**src/core/sync_rx_pkg.sv**
```systemverilog
// constants, register map and carrier types for the synchronous serial receiver
package sync_rx_pkg;

    // register byte offsets on the Avalon-MM slave
    localparam logic [7:0] OFS_SERIAL_MODE       = 8'h00;
    localparam logic [7:0] OFS_BIT_RATE_DIVISOR  = 8'h04;
    localparam logic [7:0] OFS_BIT_ORDER_CONTROL = 8'h08;
    localparam logic [7:0] OFS_SERIAL_STATUS     = 8'h0C;
    localparam logic [7:0] OFS_RX_DATA_REG       = 8'h10;
    localparam logic [7:0] OFS_SERIAL_CONTROL    = 8'h14;

    // reset values
    localparam logic [7:0] RST_SERIAL_MODE       = 8'h00;
    localparam logic [7:0] RST_BIT_RATE_DIVISOR  = 8'hFF;
    localparam logic [7:0] RST_BIT_ORDER_CONTROL = 8'hF2;
    localparam logic [7:0] RST_SERIAL_STATUS     = 8'h84;
    localparam logic [7:0] RST_SERIAL_CONTROL    = 8'h00;
    localparam logic [7:0] RST_BYTE_ZERO         = 8'h00;

    // serial_mode fields
    localparam int MODE_COMM_MODE      = 7;
    localparam int MODE_MULTIPROC_MODE = 2;
    localparam int MODE_CLOCK_SEL_HI   = 1;
    localparam int MODE_CLOCK_SEL_LO   = 0;
    localparam logic [1:0] CLOCK_SEL_PERIPH = 2'b00;

    // bit_order_control field
    localparam int ORDER_MSB_FIRST = 3;

    // serial_control fields
    localparam int CTRL_RECEIVE_ENABLE = 4;
    localparam int CTRL_CLOCK_EXT      = 1;

    // serial_status fields
    localparam int ST_TX_DATA_EMPTY     = 7;
    localparam int ST_RX_DATA_FULL      = 6;
    localparam int ST_OVERRUN_ERROR     = 5;
    localparam int ST_FRAMING_ERROR     = 4;
    localparam int ST_PARITY_ERROR      = 3;
    localparam int ST_TX_END            = 2;
    localparam int ST_MULTIPROC_RX_BIT  = 1;
    localparam int ST_MULTIPROC_TX_BIT  = 0;

    // prescaler limits for the four clock select codes
    localparam logic [5:0] PRE_LIMIT_DIV1  = 6'h00;
    localparam logic [5:0] PRE_LIMIT_DIV4  = 6'h03;
    localparam logic [5:0] PRE_LIMIT_DIV16 = 6'h0F;
    localparam logic [5:0] PRE_LIMIT_DIV64 = 6'h3F;

    localparam logic [3:0] BITS_PER_CHAR = 4'h8;
    localparam logic [31:0] READ_ZERO    = 32'h0000_0000;

    typedef struct packed {
        logic        read;
        logic        write;
        logic [7:0]  address;
        logic [3:0]  byteenable;
        logic [31:0] writedata;
    } avs_req_t;

    typedef struct packed {
        logic        waitrequest;
        logic [31:0] readdata;
    } avs_rsp_t;

    typedef struct packed {
        logic sck;
        logic sck_oe_b;
    } serial_pins_t;

    typedef enum logic [0:0] {RX_IDLE, RX_SHIFT} rx_state_t;

endpackage

```
**src/core/bit_rate_gen.sv**
```systemverilog
// baud-rate generator: prescaler plus 8-bit divisor, one-cycle tick out
`timescale 1ns/1ns
module bit_rate_gen
    import sync_rx_pkg::*;
(
    input  wire logic       i_clk,
    input  wire logic       i_rst_b,
    input  wire logic       i_run,
    input  wire logic [1:0] i_clock_select,
    input  wire logic [7:0] i_divisor,
    output logic            o_tick
);

    typedef struct packed {
        logic [5:0] pre_cnt;
        logic [7:0] div_cnt;
        logic       tick;
    } brg_state_t;

    brg_state_t st;
    brg_state_t next_st;

    function automatic logic [5:0] pre_limit(input logic [1:0] sel);
        case (sel)
            2'b00:   pre_limit = PRE_LIMIT_DIV1;
            2'b01:   pre_limit = PRE_LIMIT_DIV4;
            2'b10:   pre_limit = PRE_LIMIT_DIV16;
            default: pre_limit = PRE_LIMIT_DIV64;
        endcase
    endfunction

    always_comb begin
        next_st      = st;
        next_st.tick = 1'b0;
        if (!i_run) begin
            next_st.pre_cnt = '0;
            next_st.div_cnt = '0;
        end else if (st.pre_cnt >= pre_limit(i_clock_select)) begin
            // select 00 gives a prescaler of one: peripheral clock direct
            next_st.pre_cnt = '0;
            if (st.div_cnt >= i_divisor) begin
                next_st.div_cnt = '0;
                next_st.tick    = 1'b1;
            end else begin
                next_st.div_cnt = st.div_cnt + 8'h01;
            end
        end else begin
            next_st.pre_cnt = st.pre_cnt + 6'h01;
        end
    end

    always_ff @(posedge i_clk or negedge i_rst_b) begin
        if (!i_rst_b) begin
            st <= '0;
        end else begin
            st <= next_st;
        end
    end

    assign o_tick = st.tick;

endmodule

```
**src/core/sync_serial_receiver.sv**
```systemverilog
// clock-synchronous serial receiver with Avalon-MM register slave
`timescale 1ns/1ns
// What this block does
// - clock select 00 feeds generator from clock
// - 8-bit divisor register sets bit rate
// - order bit 3: 0 lsb first, 1 msb
// - multiprocessor mode ignored in synchronous operation
// - status holds six flags and two multiprocessor bits
// - writing 0 clears flag, 1 leaves it; the two transmit flags stay one
// - only hardware sets status flags to one
// - internal clock runs until receive enable clears or communication mode bit 7 is set to 1
// - communication mode bit 7 at 0 selects synchronous
// - full character moves to data, sets full; with full or overrun already set it sets overrun instead
module sync_serial_receiver
    import sync_rx_pkg::*;
(
    input  wire logic        i_clk,
    input  wire logic        i_rst_b,
    input  wire avs_req_t    i_avs,
    output avs_rsp_t         o_avs,
    input  wire logic        i_sck,
    input  wire logic        i_rxd,
    output serial_pins_t     o_pins,
    output logic             o_rx_active
);

    typedef struct packed {
        logic [7:0]   serial_mode;
        logic [7:0]   bit_rate_divisor;
        logic [7:0]   bit_order_control;
        logic [7:0]   serial_control;
        logic [7:0]   serial_status;
        logic [7:0]   rx_data_reg;
        logic [7:0]   rx_shift_reg;
        logic [3:0]   bit_cnt;
        rx_state_t    rx_state;
        logic         sck_ext_prev;
        logic         rx_active;
        serial_pins_t pins;
        avs_rsp_t     rsp;
    } rx_state_all_t;

    rx_state_all_t st;
    rx_state_all_t next_st;
    logic          brg_tick;
    logic          sync_mode;
    logic          internal_clock;
    logic          rx_run;

    // register read multiplexer
    function automatic logic [31:0] reg_read(input rx_state_all_t s, input logic [7:0] addr);
        case (addr)
            OFS_SERIAL_MODE:       reg_read = {24'h00_0000, s.serial_mode};
            OFS_BIT_RATE_DIVISOR:  reg_read = {24'h00_0000, s.bit_rate_divisor};
            OFS_BIT_ORDER_CONTROL: reg_read = {24'h00_0000, s.bit_order_control};
            OFS_SERIAL_STATUS:     reg_read = {24'h00_0000, s.serial_status};
            OFS_RX_DATA_REG:       reg_read = {24'h00_0000, s.rx_data_reg};
            OFS_SERIAL_CONTROL:    reg_read = {24'h00_0000, s.serial_control};
            default:               reg_read = READ_ZERO;
        endcase
    endfunction

    // insert one received bit in the chosen order
    function automatic logic [7:0] shift_in(input logic [7:0] sr, input logic bit_in, input logic msb_first);
        if (msb_first) begin
            shift_in = {sr[6:0], bit_in};
        end else begin
            shift_in = {bit_in, sr[7:1]};
        end
    endfunction

    assign sync_mode      = ~st.serial_mode[MODE_COMM_MODE];
    assign internal_clock = ~st.serial_control[CTRL_CLOCK_EXT];
    assign rx_run         = sync_mode & st.serial_control[CTRL_RECEIVE_ENABLE];

    bit_rate_gen u_brg (
        .i_clk          (i_clk),
        .i_rst_b        (i_rst_b),
        .i_run          (rx_run & internal_clock),
        .i_clock_select ({st.serial_mode[MODE_CLOCK_SEL_HI], st.serial_mode[MODE_CLOCK_SEL_LO]}),
        .i_divisor      (st.bit_rate_divisor),
        .o_tick         (brg_tick)
    );

    always_comb begin
        logic        acc;
        logic        wr_now;
        logic        sample;
        logic        char_done;
        logic [7:0]  wd;
        logic [7:0]  shifted;
        logic        set_full;
        logic        set_over;
        acc       = 1'b0;
        wr_now    = 1'b0;
        sample    = 1'b0;
        char_done = 1'b0;
        wd        = i_avs.writedata[7:0];
        shifted   = st.rx_shift_reg;
        set_full  = 1'b0;
        set_over  = 1'b0;
        next_st   = st;

        // bus slave: one wait cycle, answer at the edge where waitrequest is low
        acc    = i_avs.read | i_avs.write;
        wr_now = i_avs.write & ~st.rsp.waitrequest & i_avs.byteenable[0];
        if (acc && st.rsp.waitrequest) begin
            next_st.rsp.waitrequest = 1'b0;
            next_st.rsp.readdata    = reg_read(st, i_avs.address);
        end else begin
            next_st.rsp.waitrequest = 1'b1;
        end

        // serial clock: internal toggles on generator ticks, external is edge-detected
        next_st.sck_ext_prev = i_sck;
        if (rx_run && internal_clock) begin
            if (brg_tick) begin
                next_st.pins.sck = ~st.pins.sck;
                sample           = ~st.pins.sck;
            end
        end else begin
            next_st.pins.sck = 1'b1;
            if (rx_run) begin
                sample = i_sck & ~st.sck_ext_prev;
            end
        end
        next_st.pins.sck_oe_b = ~(sync_mode & internal_clock);

        // receive shifter; multiprocessor mode plays no part here
        if (!rx_run) begin
            next_st.rx_state = RX_IDLE;
            next_st.bit_cnt  = '0;
        end else begin
            case (st.rx_state)
                RX_IDLE: begin
                    next_st.rx_state = RX_SHIFT;
                    next_st.bit_cnt  = '0;
                end
                RX_SHIFT: begin
                    if (sample) begin
                        shifted              = shift_in(st.rx_shift_reg, i_rxd,
                                                        st.bit_order_control[ORDER_MSB_FIRST]);
                        next_st.rx_shift_reg = shifted;
                        if (st.bit_cnt == BITS_PER_CHAR - 4'h1) begin
                            next_st.bit_cnt = '0;
                            char_done       = 1'b1;
                        end else begin
                            next_st.bit_cnt = st.bit_cnt + 4'h1;
                        end
                    end
                end
                default: begin
                    next_st.rx_state = RX_IDLE;
                end
            endcase
        end
        next_st.rx_active = rx_run;

        if (char_done) begin
            if (st.serial_status[ST_RX_DATA_FULL] || st.serial_status[ST_OVERRUN_ERROR]) begin
                set_over = 1'b1;
            end else begin
                next_st.rx_data_reg = shifted;
                set_full            = 1'b1;
            end
        end

        // register writes
        if (wr_now) begin
            case (i_avs.address)
                OFS_SERIAL_MODE:       next_st.serial_mode       = wd;
                OFS_BIT_RATE_DIVISOR:  next_st.bit_rate_divisor  = wd;
                OFS_BIT_ORDER_CONTROL: next_st.bit_order_control = wd;
                OFS_SERIAL_CONTROL:    next_st.serial_control    = wd;
                OFS_SERIAL_STATUS: begin
                    // flags: a 0 clears, a 1 keeps; software cannot set
                    next_st.serial_status[ST_TX_DATA_EMPTY:ST_TX_END] = st.serial_status[ST_TX_DATA_EMPTY:ST_TX_END]
                                                                      & wd[ST_TX_DATA_EMPTY:ST_TX_END];
                    next_st.serial_status[ST_MULTIPROC_TX_BIT] = wd[ST_MULTIPROC_TX_BIT];
                end
                default: begin
                end
            endcase
        end

        // hardware sets win over a clear in the same cycle
        if (set_full) begin
            next_st.serial_status[ST_RX_DATA_FULL] = 1'b1;
        end
        if (set_over) begin
            next_st.serial_status[ST_OVERRUN_ERROR] = 1'b1;
        end
        // no transmitter: its flags stay set; no framing or parity in this mode
        next_st.serial_status[ST_TX_DATA_EMPTY]    = 1'b1;
        next_st.serial_status[ST_TX_END]           = 1'b1;
        next_st.serial_status[ST_FRAMING_ERROR]    = st.serial_status[ST_FRAMING_ERROR]
                                                     & next_st.serial_status[ST_FRAMING_ERROR];
        next_st.serial_status[ST_PARITY_ERROR]     = st.serial_status[ST_PARITY_ERROR]
                                                     & next_st.serial_status[ST_PARITY_ERROR];
        next_st.serial_status[ST_MULTIPROC_RX_BIT] = 1'b0;
    end

    always_ff @(posedge i_clk or negedge i_rst_b) begin
        if (!i_rst_b) begin
            st                   <= '0;
            st.serial_mode       <= RST_SERIAL_MODE;
            st.bit_rate_divisor  <= RST_BIT_RATE_DIVISOR;
            st.bit_order_control <= RST_BIT_ORDER_CONTROL;
            st.serial_control    <= RST_SERIAL_CONTROL;
            st.serial_status     <= RST_SERIAL_STATUS;
            st.rx_data_reg       <= RST_BYTE_ZERO;
            st.rx_state          <= RX_IDLE;
            st.sck_ext_prev      <= 1'b1;
            st.pins.sck          <= 1'b1;
            st.pins.sck_oe_b     <= 1'b1;
            st.rsp.waitrequest   <= 1'b1;
        end else begin
            st <= next_st;
        end
    end

    assign o_avs       = st.rsp;
    assign o_pins      = st.pins;
    assign o_rx_active = st.rx_active;

endmodule

```
**config.mk**
```make
export PLATFORM = sky130hd
export DESIGN_NAME = sync_serial_receiver
export DESIGN_NICKNAME = d
export VERILOG_FILES = /design/src/core/sync_rx_pkg.sv /design/src/core/bit_rate_gen.sv /design/src/core/sync_serial_receiver.sv
export SDC_FILE = /design/constraint.sdc
export NUM_CORES = 1
export LEC_CHECK = 0
export BUFFER_PORTS_ARGS = -buffer_cell sky130_fd_sc_hd__buf_2
export CAP_MARGIN = 20
export CORE_AREA = 2 2 108 110
export CTS_BUF_LIST = sky130_fd_sc_hd__clkbuf_8
export DETAILED_ROUTE_END_ITERATION = 12
export DIE_AREA = 0 0 110 112
export SKIP_LAST_GASP = 1
export SLEW_MARGIN = 20
export SYNTH_ARGS = -nofsm -noshare
export SYNTH_HDL_FRONTEND = slang
export SYNTH_SLANG_ARGS = --single-unit
```
**constraint.sdc**
```tcl
create_clock -name i_clk -period 3.1 [get_ports i_clk]
set_input_delay 0.31 -clock i_clk [delete_from_list [all_inputs] [get_ports i_clk]]
set_output_delay 0.31 -clock i_clk [all_outputs]
set_load 0.005 [all_outputs]
```
=== Word-level counts from Yosys, hierarchy flattened ===
Cells that the tools add are included.

* Add/sub/neg operators: 3
* $lt $le $gt $ge: 2
* Equal/unequal tests: 11
* Mux-type cells: 35
* Bitwise operators: 18
* Reductions and logical operators: 18

{| class="wikitable"
|+ Operators with widths
! kind !! count
|-
| 8-bit one-hot mux with 6 select lines || 1
|-
| 8-bit two-way mux || 5
|-
| 1-bit two-way mux || 18
|-
| 6-bit one-hot mux with 3 select lines || 1
|-
| 8-bit by 4-bit == test with 1-bit output (second input constant) || 2
|-
| 8-bit by 5-bit == test with 1-bit output (second input constant) || 2
|-
| 2-bit AND reduction || 8
|-
| 5-bit two-way mux || 3
|-
| 14-bit two-way mux || 1
|-
| 6-bit two-way mux || 2
|-
| 9-bit two-way mux || 1
|-
| 8-bit by 1-bit adder with 8-bit output (second input constant) || 1
|-
| 1-bit bitwise AND || 8
|-
| 8-bit by 3-bit == test with 1-bit output (second input constant) || 1
|-
| 8-bit >= comparator || 1
|-
| 8-bit zero test || 1
|-
| 4-bit two-way mux || 2
|-
| 1-bit NOT || 8
|-
| 4-bit one-hot mux with 2 select lines || 1
|-
| 2-bit nonzero test || 4
|-
| 6-bit by 1-bit adder with 6-bit output (second input constant) || 1
|-
| 6-bit >= comparator || 1
|-
| 5-bit bitwise AND || 1
|-
| 4-bit by 1-bit adder with 4-bit output (second input constant) || 1
|-
| other kinds (11) || 12
|}

* Register bits: 110
* Bits of input ports: 50
* Output and inout bits: 36
* Logic and storage cells: 108

=== Logic depth before layout (Yosys ltp) ===
* Word-level depth: 10
* Gate-level depth with buffers: 8

=== By module ===
Synthesis repeated with hierarchy kept, for this count alone.

* Cells, all modules: 385
* Area, all modules: 4639.4 um2

{| class="wikitable"
|+ Modules (own cells, without submodules)
! module !! instances !! cells each !! area each (um2) !! sequential area each (um2)
|-
| sync_serial_receiver || 1 || 262 || 3479.6 || 1773.0
|-
| bit_rate_gen || 1 || 123 || 1159.9 || 375.4
|}

=== Worst setup path before layout ===
Ideal clock, no wire load.

* Kind: flip-flop to flip-flop
* From: register st[91] (netlist bit)
* To: register u_brg.st[3] (netlist bit)
* Library setup time: 122 ps
* Arrival: 1962 ps
* Data required time: 2978 ps
* Setup slack: 1016 ps
* Stages on the path, launching flop included: 8
* Period minus slack after synthesis: 2084 ps
* Cell sequence: dfrtp_1 > or2_2 > ha_1 > nand2b_1 > o2bb2ai_1 > a221oi_2 > nor2_1 > a32o_1

* Longest elaborated chain between the ends: 5
* Elaborated cells on any way between the ends: 7

{| class="wikitable"
|+ RTL lines
! what !! RTL line !! text
|-
| from (decl) || sync_serial_receiver.sv:43 || <nowiki>rx_state_all_t st;</nowiki>
|-
| from (signal assigned) || sync_serial_receiver.sv:218 || <nowiki>st <= next_st;</nowiki>
|-
| 2-bit == test (tied with other cells) || bit_rate_gen.sv:24 || <nowiki>case (sel)</nowiki>
|-
| 6-bit one-hot mux with 3 select lines * || bit_rate_gen.sv:24 ||
|-
| 6-bit two-way mux * || bit_rate_gen.sv:35 || <nowiki>if (!i_run) begin</nowiki>
|-
| 6-bit >= comparator * || bit_rate_gen.sv:38 || <nowiki>end else if (st.pre_cnt >= pre_limit(i_clock_select)) begin</nowiki>
|-
| 2-bit inequality test (no source line) * || - ||
|-
| to (signal assigned) || bit_rate_gen.sv:56 || <nowiki>st <= next_st;</nowiki>
|-
| to (decl) || bit_rate_gen.sv:20 || <nowiki>brg_state_t st;</nowiki>
|}

Mark *: on every way between the ends. The rest lies on a longest branch, timed or not. The select of a mux whose other input is x is not followed.
A chain may end at the register's enable or synchronous reset.

=== Final worst setup path ===
* From: register st[84] (netlist bit)
* To: register u_brg.st[8] (netlist bit)

* Longest elaborated chain between the ends: 4

{| class="wikitable"
|+ RTL lines
! what !! RTL line !! text
|-
| 8-bit >= comparator || bit_rate_gen.sv:41 || <nowiki>if (st.div_cnt >= i_divisor) begin</nowiki>
|-
| 8-bit two-way mux || bit_rate_gen.sv:41 ||
|-
| 9-bit two-way mux || bit_rate_gen.sv:38 ||
|-
| 14-bit two-way mux || bit_rate_gen.sv:35 ||
|}

Every way passes these cells. The select of a mux whose other input is x is not followed.

==> impl_metrics.json <==
{
  "outcome": "finished, violations left",
  "violations": "negative hold slack",
  "ff_latch_area_um2": 2148,
  "power.total_uw": 2045,
  "crit_type": "reg2reg",
  "grt_overflow_total": 0,
  "hp-class": "in2async",
  "ir_drop_mv": 0.2039,
  "drive_gt1_frac": 0.3028,
  "synth_edf_count": 0,
  "crit_chain": "inv_1 > ha_1 > or4_1 > a21oi_1 > o31a_1 > nand2_1 > o41ai_1",
  "areaGrowthSynthToFinish_pct": 7.671,
  "final_nets": 486,
  "worstPathRequired_ps": 3350,
  "fin_ws_ps": 866.7,
  "synthAdderAreaFrac": 0.04184,
  "syn_area_um2": 4486,
  "placed_cells": 553,
  "clockRootBuffer": "clkbuf_8",
  "rsz0062_at_grt": "no",
  "synth_seq_area_share": 0.4789,
  "rows": 39,
  "clk_latency_ps": 360,
  "vias_per_cell": 5.125,
  "die_x_um": 110,
  "synthMuxAreaShare": 0.1827,
  "gr-usage-all-layers": 0.1568,
  "cts_resized": 0,
  "place_congestion": 0.7849,
  "slowest_delay_ps": 560,
  "yosys.area.top_type": "dfrtp_1",
  "grt_pass1_vias": 2851,
  "max_freq_ghz": 0.4478,
  "io_buffers": 34,
  "synth_top_family_by_area": "multiplexers",
  "setup_tns_ps": 0,
  "startpoint_type": "register",
  "core_area_um2": 11170,
  "setup_viol": 0,
  "wl_per_cell_um": 15.79,
  "maxCapViolations": 0,
  "grt_pass1_wl_um": 14550,
  "start_util": 0.4014,
  "skew_ps": 11.69,
  "cp-end-kind": "register",
  "dpl.hpwl_um": 6342,
  "tritoncts": "done",
  "dr_total_vias": 2921,
  "syn_area_per_cell_um2": 11.33,
  "ys_warn_count": 0,
  "die_y_um": 112,
  "numCtsBuffers": 9,
  "h-tree-depth": 3,
  "final_hold_viol_count": 5,
  "drt-initial-drc-count": 111,
  "min_period_over_period": 0.7204,
  "synth-simple-area-share": 0.1236,
  "post-place-ws_ps": 772.7,
  "period_needed_ps": 2233,
  "grt_start_max_net_pins": 86,
  "hold_ws_ps": -6.218,
  "drc": 0,
  "synth_compound_area_frac": 0.08229,
  "worst_slew_pin_slew_ps": 769.5,
  "critPathSlowestCell": "dfstp_2",
  "ys_types": 54,
  "synth_xor_area_frac": 0.01172,
  "multiInputGateArea_um2": 2073,
  "grt_antenna_before_repair": 1,
  "slew_headroom": 0.4870,
  "drt-pass1-iter-count": 4,
  "clkTransAtPathRegs_ps": 90,
  "postSynthCellCount": 396,
  "dieArea_um2": 12320,
  "ys_ff_latch": 85,
  "cts_max_path_buffers": 2,
  "fillCellCount": 1072,
  "postSynth.asyncResetShare": 1.000,
  "slew_violations": 0,
  "cts_sinks": 85,
  "netlist.area_leader.share": 0.3794,
  "synth-main-ff-cell": "dfrtp_1",
  "crit_fanout": 4,
  "power_leakage_uw": 0.002204,
  "io_pins": 86,
  "yosys-top-cells-area": "dfrtp_1, mux2_2, dfstp_2",
  "powerDensity_nw_per_um2": 423.4,
  "fin_cells": 570,
  "postCtsHoldBufs": 0,
  "drt_wl_total_um": 9002,
  "cts_setup_buffers": 0,
  "ant_nets": 0,
  "cp.arrival_ps": 2490
}
registers in the layout (all words and copies together), names as in the netlist:
signal / count
u_brg.o_tick: 1
o_avs: 9
o_rx_active: 1
u_brg.st: 14
st: 58
o_pins: 2
power breakdown:
| part | switching [uW] | internal (uW) | total (uW) |
|---|---|---|---|
| combinational | 83.4 | 40.5 | 124 |
| clock | 417 | 375 | 792 |
| sequential | 7.01 | 1120 | 1130 |
cell type report:
cell class	count	area share
Antenna cell	1	0.0005181
Clock buffer	9	0.02565
Clock inverter	7	0.01528
Inverter	10	0.007772
Multi-Input combinational cell	279	0.4293
Sequential cell	85	0.4448
Tap cell	143	0.03705
Timing Repair Buffer	36	0.03964
critical path, delay by kind of cell, from the launching register on:
kind,cells,cell delay [ps]
adder cells (fa/ha/maj),1,190
AO/OA/AOI/OAI,3,700
buffers and inverters,1,50
flip-flops,1,560
AND/OR/NAND/NOR,2,630
Yosys cell counts (all sizes together), types with 2 or more instances:
library cell / number
a22oi: 2
or3: 4
or2: 2
dfstp: 17
ha: 15
nand3: 11
nand2: 29
a32o: 4
a21oi: 16
nand3b: 3
buf: 41
or4: 2
xor2: 3
dfrtp: 68
xnor2: 3
clkbuf: 4
mux2i: 20
nor2: 35
nor3: 4
nor2b: 6
mux4: 6
nor4: 2
mux2: 43
a31oi: 3
and3: 4
nor3b: 2
o21ai: 17
o21a: 3
o31ai: 2
inv: 10
nand2b: 3
through the flow:
step                instance area (um2)  hold WS (ps)  utilization
CTS                                4823         67.22       0.4316
global placement                   4626         458.9       0.4140
floorplan                          4572         14.41            -
finish                             4830        -6.218       0.4322
detailed placement                 4626         461.7       0.4140
global route                       4827         46.48       0.4320
cells by family (layout without fill, tap and decap cells):
family          after synthesis  in the layout
compound gates               56             56
xor+xnor                      6              6
fa+ha+maj                    15             15
buf+inv                      55             62
flops                        85             85
mux                          69             69
other cells                   1             25
simple gates                109            109
layer usage:
metal | vias up | routed length [um] | GRT usage
met4 | 0 | 97 | 0.08101
met3 | 6 | 527 | 0.03162
met2 | 83 | 4218 | 0.2327
met1 | 1435 | 4159 | 0.2154
met5 | - | 0 | 0
li1 | 1397 | - | -
cell usage in the layout, fill, tap and decap left out, types with 2 or more instances in the layout:
cell | synthesis | final
mux2i_1 | 20 | 20
dfrtp_1 | 68 | 68
xnor2_1 | 3 | 3
xor2_1 | 3 | 3
o21a_1 | 3 | 3
o21ai_0 | 16 | 16
a31oi_1 | 3 | 3
inv_6 | 0 | 2
nor3b_1 | 2 | 2
or2_2 | 2 | 2
inv_1 | 10 | 11
nand2_1 | 27 | 27
a32o_1 | 4 | 4
nand3_2 | 2 | 2
clkbuf_8 | 0 | 9
or3_1 | 3 | 3
mux2_2 | 43 | 43
and3_1 | 4 | 4
ha_1 | 15 | 15
nand2b_1 | 3 | 3
clkinvlp_4 | 0 | 3
a22oi_1 | 2 | 2
buf_4 | 36 | 2
nor2_1 | 35 | 35
nor3_1 | 3 | 3
a21oi_1 | 15 | 15
nor2b_1 | 6 | 6
mux4_2 | 6 | 6
nand3b_1 | 3 | 3
conb_1 | 1 | 24
buf_2 | 1 | 33
nand2_2 | 2 | 2
dfstp_2 | 17 | 17
nand3_1 | 9 | 9
o31ai_1 | 2 | 2
final timing paths:
path / from / to / slack [ps] / cells after the start
min in group i_clk: i_sck / st[36] / 90 / 1
worst max register to register: st[84] / u_brg.st[8] / 870 / 7
worst max-delay path: st[84] / u_brg.st[8] / 870 / 7
worst min register to register: o_avs[2] / o_avs[2] / 480 / 2
worst min-delay path: i_rst_b / st[58] / -6 / 1
max in group asynchronous: i_rst_b / st[39] / 2570 / 1
(Power assumes the default switching activity.)
